===== src/hls_pkg.sv =====
// Package with constants and types of the hardware loop sequencer.
package hls_pkg;
    // Loop counter stack depth and count width.
    localparam int STACK_DEPTH = 6;
    localparam int COUNT_W     = 32;
    // Value read from the current count when the stack is empty.
    localparam logic [31:0] EMPTY_READ = 32'hffff_ffff;
    // Reset value of the loop count load register.
    localparam logic [31:0] LOAD_RESET = 32'h0000_0000;
    // Latency of the not-expired condition, in machine cycles.
    localparam int BRANCH_COND_LAT = 2;
    localparam int OTHER_COND_LAT  = 1;
    // Latency from a multiplier status change to an arithmetic loop abort.
    localparam int MULT_ABORT_LAT = 1;
    // Loop termination kinds.
    typedef enum logic [2:0] {
        HLS_KIND_COUNT   = 3'b001,
        HLS_KIND_ARITH   = 3'b010,
        HLS_KIND_FOREVER = 3'b100
    } hls_kind_e;
endpackage : hls_pkg


===== src/hls_stack_mem.sv =====
// Small register-file memory holding loop counter stack entries.
`timescale 1ns/1ps
`default_nettype none
module hls_stack_mem #(
    parameter int DEPTH = 6,
    parameter int WIDTH = 32,
    parameter int AW    = 3
) (
    // Clock.
    input  wire logic             ref_clk,
    // Write port.
    input  wire logic             wr_en,
    input  wire logic [AW-1:0]    wr_addr,
    input  wire logic [WIDTH-1:0] wr_data,
    // Read port, registered.
    input  wire logic [AW-1:0]    rd_addr,
    output logic      [WIDTH-1:0] rd_data
);
    // Refuses a depth that the address width cannot reach.
    if (DEPTH < 1 || DEPTH > (1 << AW)) begin : g_bad_depth
        $error("hls_stack_mem: depth exceeds address range");
    end

    logic [WIDTH-1:0] mem_q [DEPTH];

    // Stores one entry per write.
    always_ff @(posedge ref_clk) begin
        if (wr_en) begin
            mem_q[wr_addr] <= wr_data;
        end
    end

    // Registers the read data.
    always_ff @(posedge ref_clk) begin
        rd_data <= mem_q[rd_addr];
    end
endmodule : hls_stack_mem
`default_nettype wire


===== src/hls_sequencer.sv =====
// Hardware loop sequencer: loop counter stack, termination tests and flush.
`timescale 1ns/1ps
`default_nettype none
module hls_sequencer
#(
    parameter int DEPTH   = hls_pkg::STACK_DEPTH,
    parameter int COUNT_W = hls_pkg::COUNT_W
) (
    // Clock and reset.
    input  wire logic                 ref_clk,
    input  wire logic                 rst,
    // Loop count load register write.
    input  wire logic                 loop_count_load_we,
    input  wire logic [COUNT_W-1:0]   loop_count_load_wdata,
    output logic      [COUNT_W-1:0]   loop_count_load,
    // Loop setup.
    input  wire logic                 setup_valid,
    input  wire hls_pkg::hls_kind_e   setup_kind,
    input  wire logic                 setup_single,
    // Current count access by the core.
    input  wire logic                 cur_we,
    input  wire logic [COUNT_W-1:0]   cur_wdata,
    output logic      [COUNT_W-1:0]   current_loop_count,
    // Pipeline events.
    input  wire logic                 stall,
    input  wire logic                 end_fetch,
    input  wire logic                 second_fetch,
    input  wire logic                 term_cond,
    input  wire logic                 mult_status_chg,
    input  wire logic                 stack_pop,
    // Results to the fetch unit and stacks.
    output logic                      not_expired_branch,
    output logic                      not_expired_other,
    output logic                      loop_exit,
    output logic                      flush_fetch,
    output logic                      pop_stacks,
    output logic                      arith_loop_abort,
    output logic                      stack_empty,
    output logic                      stack_overflow
);
    import hls_pkg::*;

    localparam int AW = $clog2(DEPTH + 1);

    // Refuses sizes that the all-ones empty read and the pointer cannot serve.
    if (DEPTH < 1 || COUNT_W < 2 || COUNT_W > 32) begin : g_bad_params
        $error("hls_sequencer: unsupported depth or width");
    end

    // ****************************************************************
    // Loop stack bookkeeping
    // ****************************************************************

    logic [AW-1:0]      sp_q;
    logic [COUNT_W-1:0] top_q;
    logic [COUNT_W-1:0] mem_rd;
    hls_kind_e          kind_q;
    hls_kind_e          kind_save_q [DEPTH];
    logic               single_q;
    logic               pop_now;
    logic               do_push;
    logic [AW-1:0]      rd_addr;
    logic               refill_q;

    // Returns one step below a stack pointer, saturating at zero.
    function automatic logic [AW-1:0] dec_ptr(input logic [AW-1:0] p);
        dec_ptr = (p == '0) ? '0 : p - AW'(1);
    endfunction : dec_ptr

    assign stack_empty = (sp_q == '0);
    assign do_push     = setup_valid;
    assign pop_now     = (pop_stacks || stack_pop) && !stack_empty;
    assign rd_addr     = dec_ptr(dec_ptr(sp_q));

    // Spilled entries below the top live in the memory.
    hls_stack_mem #(
        .DEPTH (DEPTH),
        .WIDTH (COUNT_W),
        .AW    (AW)
    ) u_mem (
        .ref_clk (ref_clk),
        .wr_en   (do_push && !stack_empty && sp_q < AW'(DEPTH)),
        .wr_addr (dec_ptr(sp_q)),
        .wr_data (refill_q ? mem_rd : top_q), // A push right after a pop saves the refilled top.
        .rd_addr (rd_addr),
        .rd_data (mem_rd)
    );

    always_ff @(posedge ref_clk) begin
        if (rst) begin
            sp_q <= '0;
        end else if (do_push && sp_q < AW'(DEPTH)) begin
            sp_q <= sp_q + AW'(1);
        end else if (pop_now && !do_push) begin
            sp_q <= sp_q - AW'(1);
        end
    end

    // Sticky overflow on a push into a full stack.
    always_ff @(posedge ref_clk) begin
        if (rst) begin
            stack_overflow <= 1'b0;
        end else if (do_push && sp_q == AW'(DEPTH)) begin
            stack_overflow <= 1'b1;
        end
    end

    // Loop kind of the running loop, saved per level.
    always_ff @(posedge ref_clk) begin
        if (rst) begin
            kind_q   <= HLS_KIND_FOREVER;
            single_q <= 1'b0;
            for (int i = 0; i < DEPTH; i++) begin
                kind_save_q[i] <= HLS_KIND_FOREVER;
            end
        end else if (do_push) begin
            kind_q   <= setup_kind;
            single_q <= setup_single;
            if (!stack_empty && sp_q < AW'(DEPTH)) begin
                kind_save_q[dec_ptr(sp_q)] <= kind_q;
            end
        end else if (pop_now) begin
            kind_q   <= kind_save_q[rd_addr];
            single_q <= 1'b0;
        end
    end

    // Marks that the top must be refilled from memory one cycle after a pop.
    always_ff @(posedge ref_clk) begin
        if (rst) begin
            refill_q <= 1'b0;
        end else begin
            refill_q <= pop_now && !do_push && sp_q > AW'(1);
        end
    end

    // ****************************************************************
    // Count registers
    // ****************************************************************

    logic counter_loop;
    logic count_one;
    assign counter_loop = !stack_empty && kind_q == HLS_KIND_COUNT;
    assign count_one    = top_q == COUNT_W'(1);

    // load register changes only when loaded.
    always_ff @(posedge ref_clk) begin
        if (rst) begin
            loop_count_load <= LOAD_RESET[COUNT_W-1:0];
        end else if (loop_count_load_we) begin
            loop_count_load <= loop_count_load_wdata;
        end
    end

    // push, replace, decrement on end fetch.
    always_ff @(posedge ref_clk) begin
        if (rst) begin
            top_q <= '0;
        end else if (do_push) begin
            top_q <= loop_count_load;
        end else if (refill_q) begin
            top_q <= mem_rd;
        end else if (cur_we && counter_loop) begin
            top_q <= cur_wdata;
        end else if (counter_loop && end_fetch && !stall) begin
            // zero wraps, giving the full count range.
            top_q <= top_q - COUNT_W'(1);
        end
    end

    // current count read, empty reads all ones.
    always_ff @(posedge ref_clk) begin
        if (rst) begin
            current_loop_count <= EMPTY_READ[COUNT_W-1:0];
        end else begin
            current_loop_count <= stack_empty ? EMPTY_READ[COUNT_W-1:0] : top_q;
        end
    end

    // ****************************************************************
    // Not-expired condition
    // ****************************************************************

    logic ne_now;
    logic ne_d1_q;
    assign ne_now = counter_loop && !count_one;

    // one cycle for others, two for branches; free-running.
    always_ff @(posedge ref_clk) begin
        if (rst) begin
            ne_d1_q            <= 1'b0;
            not_expired_other  <= 1'b0;
            not_expired_branch <= 1'b0;
        end else begin
            ne_d1_q            <= ne_now;
            not_expired_other  <= ne_now;
            not_expired_branch <= ne_d1_q;
        end
    end

    // ****************************************************************
    // Termination
    // ****************************************************************

    logic mult_q;
    logic arith_test;
    logic exit_now;

    // multiplier abort delayed one machine cycle.
    always_ff @(posedge ref_clk) begin
        if (rst) begin
            mult_q <= 1'b0;
        end else begin
            mult_q <= mult_status_chg && !stack_empty && kind_q == HLS_KIND_ARITH;
        end
    end
    assign arith_loop_abort = mult_q;

    // several-instruction test point, single tests each cycle.
    assign arith_test = !stack_empty && kind_q == HLS_KIND_ARITH && !stall &&
                        (single_q || second_fetch);

    // forever loops never exit here; expiry at count one.
    always_comb begin
        case (kind_q)
            HLS_KIND_COUNT:   exit_now = !stack_empty && end_fetch && !stall && count_one;
            HLS_KIND_ARITH:   exit_now = (arith_test && term_cond) || mult_q;
            HLS_KIND_FOREVER: exit_now = 1'b0;
            default:          exit_now = 1'b0;
        endcase
    end

    // exit fetch, flush only on arithmetic loop exits, pop both stacks.
    always_ff @(posedge ref_clk) begin
        if (rst) begin
            loop_exit   <= 1'b0;
            flush_fetch <= 1'b0;
            pop_stacks  <= 1'b0;
        end else begin
            loop_exit   <= exit_now && !pop_stacks;
            flush_fetch <= exit_now && !pop_stacks && kind_q == HLS_KIND_ARITH;
            pop_stacks  <= exit_now && !pop_stacks;
        end
    end

    // ****************************************************************
    // Checks
    // ****************************************************************

    chk_empty_read: assert property (@(posedge ref_clk) disable iff (rst)
        $past(stack_empty) && !$past(rst) |-> current_loop_count == EMPTY_READ[COUNT_W-1:0])
        else $error("Empty stack read not all ones.");
    chk_empty_write: assert property (@(posedge ref_clk) disable iff (rst)
        stack_empty && cur_we && !setup_valid |=> stack_empty)
        else $error("Write on empty stack changed state.");
    chk_write_nopush: assert property (@(posedge ref_clk) disable iff (rst)
        cur_we && !setup_valid && !pop_now |=> $stable(sp_q))
        else $error("Count write moved stack.");
    chk_write_gate: assert property (@(posedge ref_clk) disable iff (rst)
        cur_we && !counter_loop && !setup_valid && !refill_q && !stack_empty |=> $stable(top_q))
        else $error("Write took effect outside counter loop.");
    chk_push_load: assert property (@(posedge ref_clk) disable iff (rst)
        setup_valid |=> top_q == $past(loop_count_load))
        else $error("Push did not load count.");
    chk_decrement: assert property (@(posedge ref_clk) disable iff (rst)
        counter_loop && end_fetch && !stall && !cur_we && !setup_valid && !refill_q
        |=> top_q == $past(top_q) - COUNT_W'(1))
        else $error("Count not decremented.");
    chk_branch_lat: assert property (@(posedge ref_clk) disable iff (rst)
        ##2 not_expired_branch == $past(ne_now, 2))
        else $error("Branch condition latency wrong.");
    chk_exit_pop: assert property (@(posedge ref_clk) disable iff (rst)
        exit_now && !pop_stacks |=> pop_stacks && loop_exit)
        else $error("Exit without pop.");
    chk_forever: assert property (@(posedge ref_clk) disable iff (rst)
        kind_q == HLS_KIND_FOREVER && !mult_q |=> !loop_exit)
        else $error("Forever loop exited.");
    chk_mult_abort: assert property (@(posedge ref_clk) disable iff (rst)
        mult_status_chg && !stack_empty && kind_q == HLS_KIND_ARITH |=> arith_loop_abort)
        else $error("Multiplier abort latency wrong.");

    cov_counter_exit: cover property (@(posedge ref_clk) counter_loop ##1 loop_exit);
    cov_arith_flush:  cover property (@(posedge ref_clk) flush_fetch);
    cov_overflow:     cover property (@(posedge ref_clk) stack_overflow);
endmodule : hls_sequencer
`default_nettype wire


===== config.mk =====
export PLATFORM = sky130hd
export DESIGN_NAME = hls_sequencer
export DESIGN_NICKNAME = d
export VERILOG_FILES = /design/src/hls_pkg.sv /design/src/hls_stack_mem.sv /design/src/hls_sequencer.sv
export SDC_FILE = /design/constraint.sdc
export NUM_CORES = 1
export LEC_CHECK = 0
export ABC_AREA = 1
export CAP_MARGIN = 20
export CORE_MARGIN = 2
export CORE_UTILIZATION = 39
export CTS_CLUSTER_SIZE = 28
export DETAILED_ROUTE_END_ITERATION = 10
export DONT_BUFFER_PORTS = 1
export GPL_TIMING_DRIVEN = 0
export RECOVER_POWER = 100
export SLEW_MARGIN = 20
export SYNTH_ARGS = -nofsm -noshare
export SYNTH_HDL_FRONTEND = slang
export SYNTH_SLANG_ARGS = --single-unit

===== constraint.sdc =====
create_clock -name ref_clk -period 5.35 [get_ports ref_clk]
set_input_delay 0.8025 -clock ref_clk [delete_from_list [all_inputs] [get_ports ref_clk]]
set_output_delay 0.8025 -clock ref_clk [all_outputs]
set_load 0.02 [all_outputs]

-- Word-level counts from Yosys, hierarchy flattened
Memories as Yosys holds them, arrays and structs flattened. A register that Yosys moved wholly into a read port is not among the register bits.
Cells that the tools add are included.
Widths: inputs -> output; s select.
- register bits after elaboration: 110
- memory bits (writable): 210
- output and inout bits: 72
- word-level logic and storage cells: 89
- memories kept: 2
- $add $sub $neg: 4
- $lt $le $gt $ge: 2
- equality and inequality tests: 4
- muxes and demuxes: 25
- reductions and logical operators: 39
- memory list (name ; depth ; width ; read ports ; clocked after Yosys merged registers in ; wr ports ; line ; source):
    u_mem.mem_q ; 6 ; 32 ; 1 ; 1 ; 1 ; hls_stack_mem.sv:24 ; logic [WIDTH-1:0] mem_q [DEPTH];
    kind_save_q ; 6 ; 3 ; 1 ; 0 ; 6 ; hls_sequencer.sv:58 ; hls_kind_e kind_save_q [DEPTH];
- operators with widths (cell ; count):
    $mux 32 ; 5
    $eq 32x1->1 const B ; 1
    $sub 32x1->32 const B ; 1
    $logic_and 1x1->1 ; 24
    $mux 3 ; 8
    $mux 1 ; 11
    $logic_not 3->1 ; 2
    $sub 3x1->3 const B ; 2
    $logic_not 1->1 ; 5
    $reduce_bool 2->1 ; 2
    $reduce_bool 4->1 ; 1
    $add 3x1->3 const B ; 1
    $eq 3x1->1 const B ; 1
    $eq 3x2->1 const B ; 1
    $eq 3x3->1 const B ; 1
    $gt 3x1->1 const B ; 1
    $logic_or 1x1->1 ; 3
    $lt 3x3->1 const B ; 1
    $reduce_or 3->1 ; 1
    $pmux 1 s2 ; 1
    $reduce_or 2->1 ; 1

-- Depth between registers and ports, before layout
- depth after elaboration: 10
- mapped depth: 13
- gate-level depth less buffers: 13

-- By module
Synthesis repeated with hierarchy kept, for this count alone.
- cells, all modules: 1645
- area total of the unflattened synthesis: 14899.3 um2
- modules (own cells, without submodules) (module ; instances ; cells each ; area each (um2) ; seq. area each (um2)):
    hls_stack_mem ; 1 ; 627 ; 8159.1 ; 6406.1
    hls_sequencer ; 1 ; 1018 ; 6740.2 ; 2742.6

-- Worst setup path after synthesis
Ideal clock, no wire load.
- path kind: register -> register
- start point: reg sp_q[0]
- end point: mem u_mem.mem_q[1][0] (enable)
- setup time: 0.461 ns
- arrival: 3.856 ns
- setup slack: 1.033 ns
- cell stages (with the launch flop): 8
- path buffers: 1
- clock period less this slack: 4.317 ns
- cells stage by stage: dfxtp_1 inv_1 ha_1 ha_1 nor2_2 clkbuf_1 nand2_1 nor3_1
- longest elaborated chain between the ends: 6
- ends and longest elaborated chain (what ; line ; source):
    from (decl) ; hls_sequencer.sv:54 ; logic [AW-1:0] sp_q;
    from (signal assigned) ; hls_sequencer.sv:93 ; sp_q <= sp_q + AW'(1);
    from (signal assigned) ; hls_sequencer.sv:95 ; sp_q <= sp_q - AW'(1);
    $logic_not 3->1 (*) ; hls_sequencer.sv:70 ; assign stack_empty = (sp_q == '0);
    named net stack_empty ; hls_sequencer.sv:38 ; output logic stack_empty,
    $logic_not 1->1 ; hls_sequencer.sv:82 ; .wr_en (do_push && !stack_empty && sp_q < AW'(DEPTH)),
    $logic_and 1x1->1 (2 in series) ; hls_sequencer.sv:82 ;
    $mux 1 ; hls_stack_mem.sv:28 ; if (wr_en) begin
    $mux 1 (implied by the code) ; hls_stack_mem.sv:29 ; mem_q[wr_addr] <= wr_data;
    to (decl) ; hls_stack_mem.sv:24 ;
Mark *: on every way through the listed nets, which the timed path passes. The rest lies on a longest branch.

-- Final worst setup path
- start point: reg sp_q[0]
- end point: mem u_mem.mem_q[1][25] (enable)
The elaborated chain is that of the path after synthesis.

==> impl_metrics.tcl <==
set metrics [dict create \
    outcome "finished with violations" \
    violations "max-capacitance violations, max-slew violations" \
    reg2reg_depth 10 \
    finalCritPeriodShare 0.841 \
    finalNetCount 1727 \
    synth_top_cell_area_share 0.428 \
    die_area_mm2 0.0393 \
    hold_class "in2reg" \
    fp.dieW_um 198 \
    num_rows 71 \
    clock_sinks 352 \
    die_h_um 198 \
    cts_tree "done" \
    cp-end-kind "register" \
    slowest_delay_ns 0.87 \
    ys_warn_count 0 \
    clockBufferDepth 3 \
    postCtsHoldBufs 0 \
    leakagePower_nw 6.22 \
    worst-slew-pin-transition_ns 1.78 \
    initial_utilization 0.394 \
    layout-drive-gt1-share 0.0689 \
    finalInstanceArea_mm2 0.0167 \
    crit_type "reg2reg" \
    viasPerCell 5.46 \
    drv_slew 17 \
    p_comb_frac 0.168 \
    htreeDepth 2 \
    cts.root.buffer_cell "clkbuf_16" \
    crit_chain "inv_1, ha_1, ha_1, nor2_1, clkbuf_1, nand2_1, nor3_1, clkbuf_1, buf_4, buf_4" \
    crit_slowest_cell "nor3_1" \
    r2r_start "sp_q[0]" \
    grt_pass1_wl_um 67400 \
    track_usage 0.232 \
    path_buf_inv 5 \
    coreArea_mm2 0.0374 \
    synth_nets 1673 \
    p_int_w 0.00516 \
    critical_path_depth 10 \
    drt_iter0_markers 1224 \
    fmax_ghz 0.222 \
    synth_seq_cells 352 \
    dp_hpwl_um 34900 \
    post_cts_buffers 0 \
    timing.rr.end "u_mem.mem_q[1][25]" \
    drc 0 \
    dpl.cell_count 2113 \
    synth.distinct_cells 36 \
    grt_pass1_vias 10900 \
    drtAntennaViolNets 0 \
    holdWs_ns 0.390 \
    synth-compound-area-share 0.131 \
    syn_area_per_cell_um2 9.28 \
    relSlewSlack -0.190 \
    hold_violations 0 \
    p_sw_frac 0.304 \
    synthXorXnorAreaFrac 0.00238 \
    gp_congestion 0.943 \
    yosysTopAreaCell "edfxtp_1" \
    pwr-share-clk 0.365 \
    p_total_w 0.00742 \
    ys_top_cells_by_area "edfxtp_1 (43%), dfxtp_1 (19%), nor2_1 (8.0%)" \
    syn-cell-area_mm2 0.0147 \
    pwr-share-seq 0.467 \
    wl_per_cell_um 21.3 \
    post-route-min-period_ns 4.50 \
    ctsResizeCount 0 \
    drt-pass1-iter-count 5 \
    cp-start-kind "register" \
    r2r_setup_slack_ns 0.85 \
    finalSetupViolCount 0 \
    ir_drop_mv 0.271 \
    drt_wl_total_um 46500 \
    power_density_mw_per_mm2 445 \
    worstHoldStart "mult_status_chg" \
    grt_max_degree 24 \
    yosysSeqAreaShare 0.621 \
    ioPinCount 151 \
    yosys.area_share.simple 0.190 \
    cap_violations 1 \
    setup_tns_ns 0 \
    cts-buffers-inserted 37 \
    finalClockSkew_ns 0.0195 \
    cp.required_ns 5.59 \
    syn_inst 1587 \
    rsz0062_at_grt "no" \
    path_clk_slew_ns 0.06 \
    arrival_ns 4.74 \
    synth_top_family_by_area "simple AND/OR/NAND/NOR gates" \
    cpLargestDelayFamily "buffers and inverters" \
    clkLatencyLatePin_ns 0.55 \
    cp_max_fo 9 \
    power.switching_w 0.00226 \
    min_to "arith_loop_abort" \
    yosys.area_share.adder 0.00595 \
    whs_path_depth 2 \
    syn_to_final_growth_pct 13.1 \
    synth_mux_area_frac 0 \
    antenna_found_initial 1 \
    fin_cells 2183 \
    portBuffers 0 \
    placed_area_mm2 0.0156 \
    overflow 0 \
    routed-via-count 11900 \
]
-- final cells by class --
type	count	area (um^2)
Fill cell	3658	20700
Sequential cell	352	9150
Multi-Input combinational cell	1062	4790
Clock buffer	48	987
Tap cell	511	639
Buffer	84	363
Inverter	89	337
Clock inverter	20	282
Timing Repair Buffer	15	104
Antenna cell	2	5.00
-- sequential cells by signal (all words and copies together), names as in the netlist, 3 cells and up --
register and cells:
u_mem.mem_q 192, current_loop_count 32, loop_count_load 32, top_q 32
u_mem.rd_data 32, kind_save_q 18, kind_q 3, sp_q 3
-- cell usage in the layout (no fill, tap or decap), types with 31 or more instances in the layout --
cell       instances
nor2_1           323
nand2_1          292
edfxtp_1         210
o21ai_0          209
dfxtp_1          142
inv_1             78
clkbuf_1          76
a21oi_1           69
nand3_1           39
clkbuf_16         37
a31oi_1           31
-- cells by family (layout without fill, tap and decap cells) --
group / Yosys count / count (layout)
buffers and inverters: 173 / 256
adders and majority gates: 7 / 7
AOI/OAI and AO/OA: 359 / 359
DFF: 352 / 352
xor gates and xnor gates: 4 / 4
other: 0 / 2
and+or+nand+nor: 692 / 692
-- how the worst max path moves through the flow --
| stage | to | from | slack, ns |
|---|---|---|---|
| 3_5_place_dp | u_mem.mem_q[1][25] | sp_q[0] | 1.35 |
| 5_1_grt | u_mem.mem_q[1][25] | sp_q[1] | 0.66 |
| 4_1_cts | u_mem.mem_q[1][25] | sp_q[0] | 1.32 |
| 2_1_floorplan | u_mem.mem_q[1][0] | sp_q[0] | 1.03 |
| 3_3_place_gp | u_mem.mem_q[1][25] | sp_q[0] | -1.49 |
| 6_report | u_mem.mem_q[1][25] | sp_q[0] | 0.85 |
-- Yosys cell counts, drive strengths merged --
library cell	instances
o21ai	210
nor3	7
ha	7
nand4	4
a31oi	31
edfxtp	210
clkinv	1
o21bai	2
or2	18
buf	39
a21oi	69
inv	88
o221ai	7
dfxtp	142
o22ai	27
nand2	293
nand3	40
nor4	2
xor2	4
clkbuf	45
a211oi	2
nor2	328
o211ai	11
-- power groups by stage --
stage	combinational (W)	clock, W	sequential [W]
finish	0.00125	0.00270	0.00346
global route	0.00137	0.00285	0.00349
CTS	0.00128	0.00274	0.00346
detailed placement	0.00127	0	0.00351
global placement	0.00122	0	0.00352
floorplan	0.000808	0	0.00344
-- metrics by stage --
| step | utilization | setup WS [ns] |
|---|---|---|
| 2_1_floorplan | - | 1.03 |
| 6_report | 0.445 | 0.848 |
| 3_3_place_gp | 0.411 | -1.49 |
| 5_1_grt | 0.445 | 0.663 |
| 3_5_place_dp | 0.416 | 1.35 |
| 4_1_cts | 0.450 | 1.32 |
-- routing by layer --
layer | wire length [um] | part of all wire | vias to the layer above | global-route usage
met1 | 20600 | 0.44 | 5824 | 0.331
met5 | 45 | 0.00097 | - | 0
met4 | 856 | 0.018 | 2 | 0.0535
met2 | 20900 | 0.45 | 530 | 0.357
li1 | - | - | 5501 | -
met3 | 4180 | 0.090 | 57 | 0.0547
(Power assumes the default switching activity.)
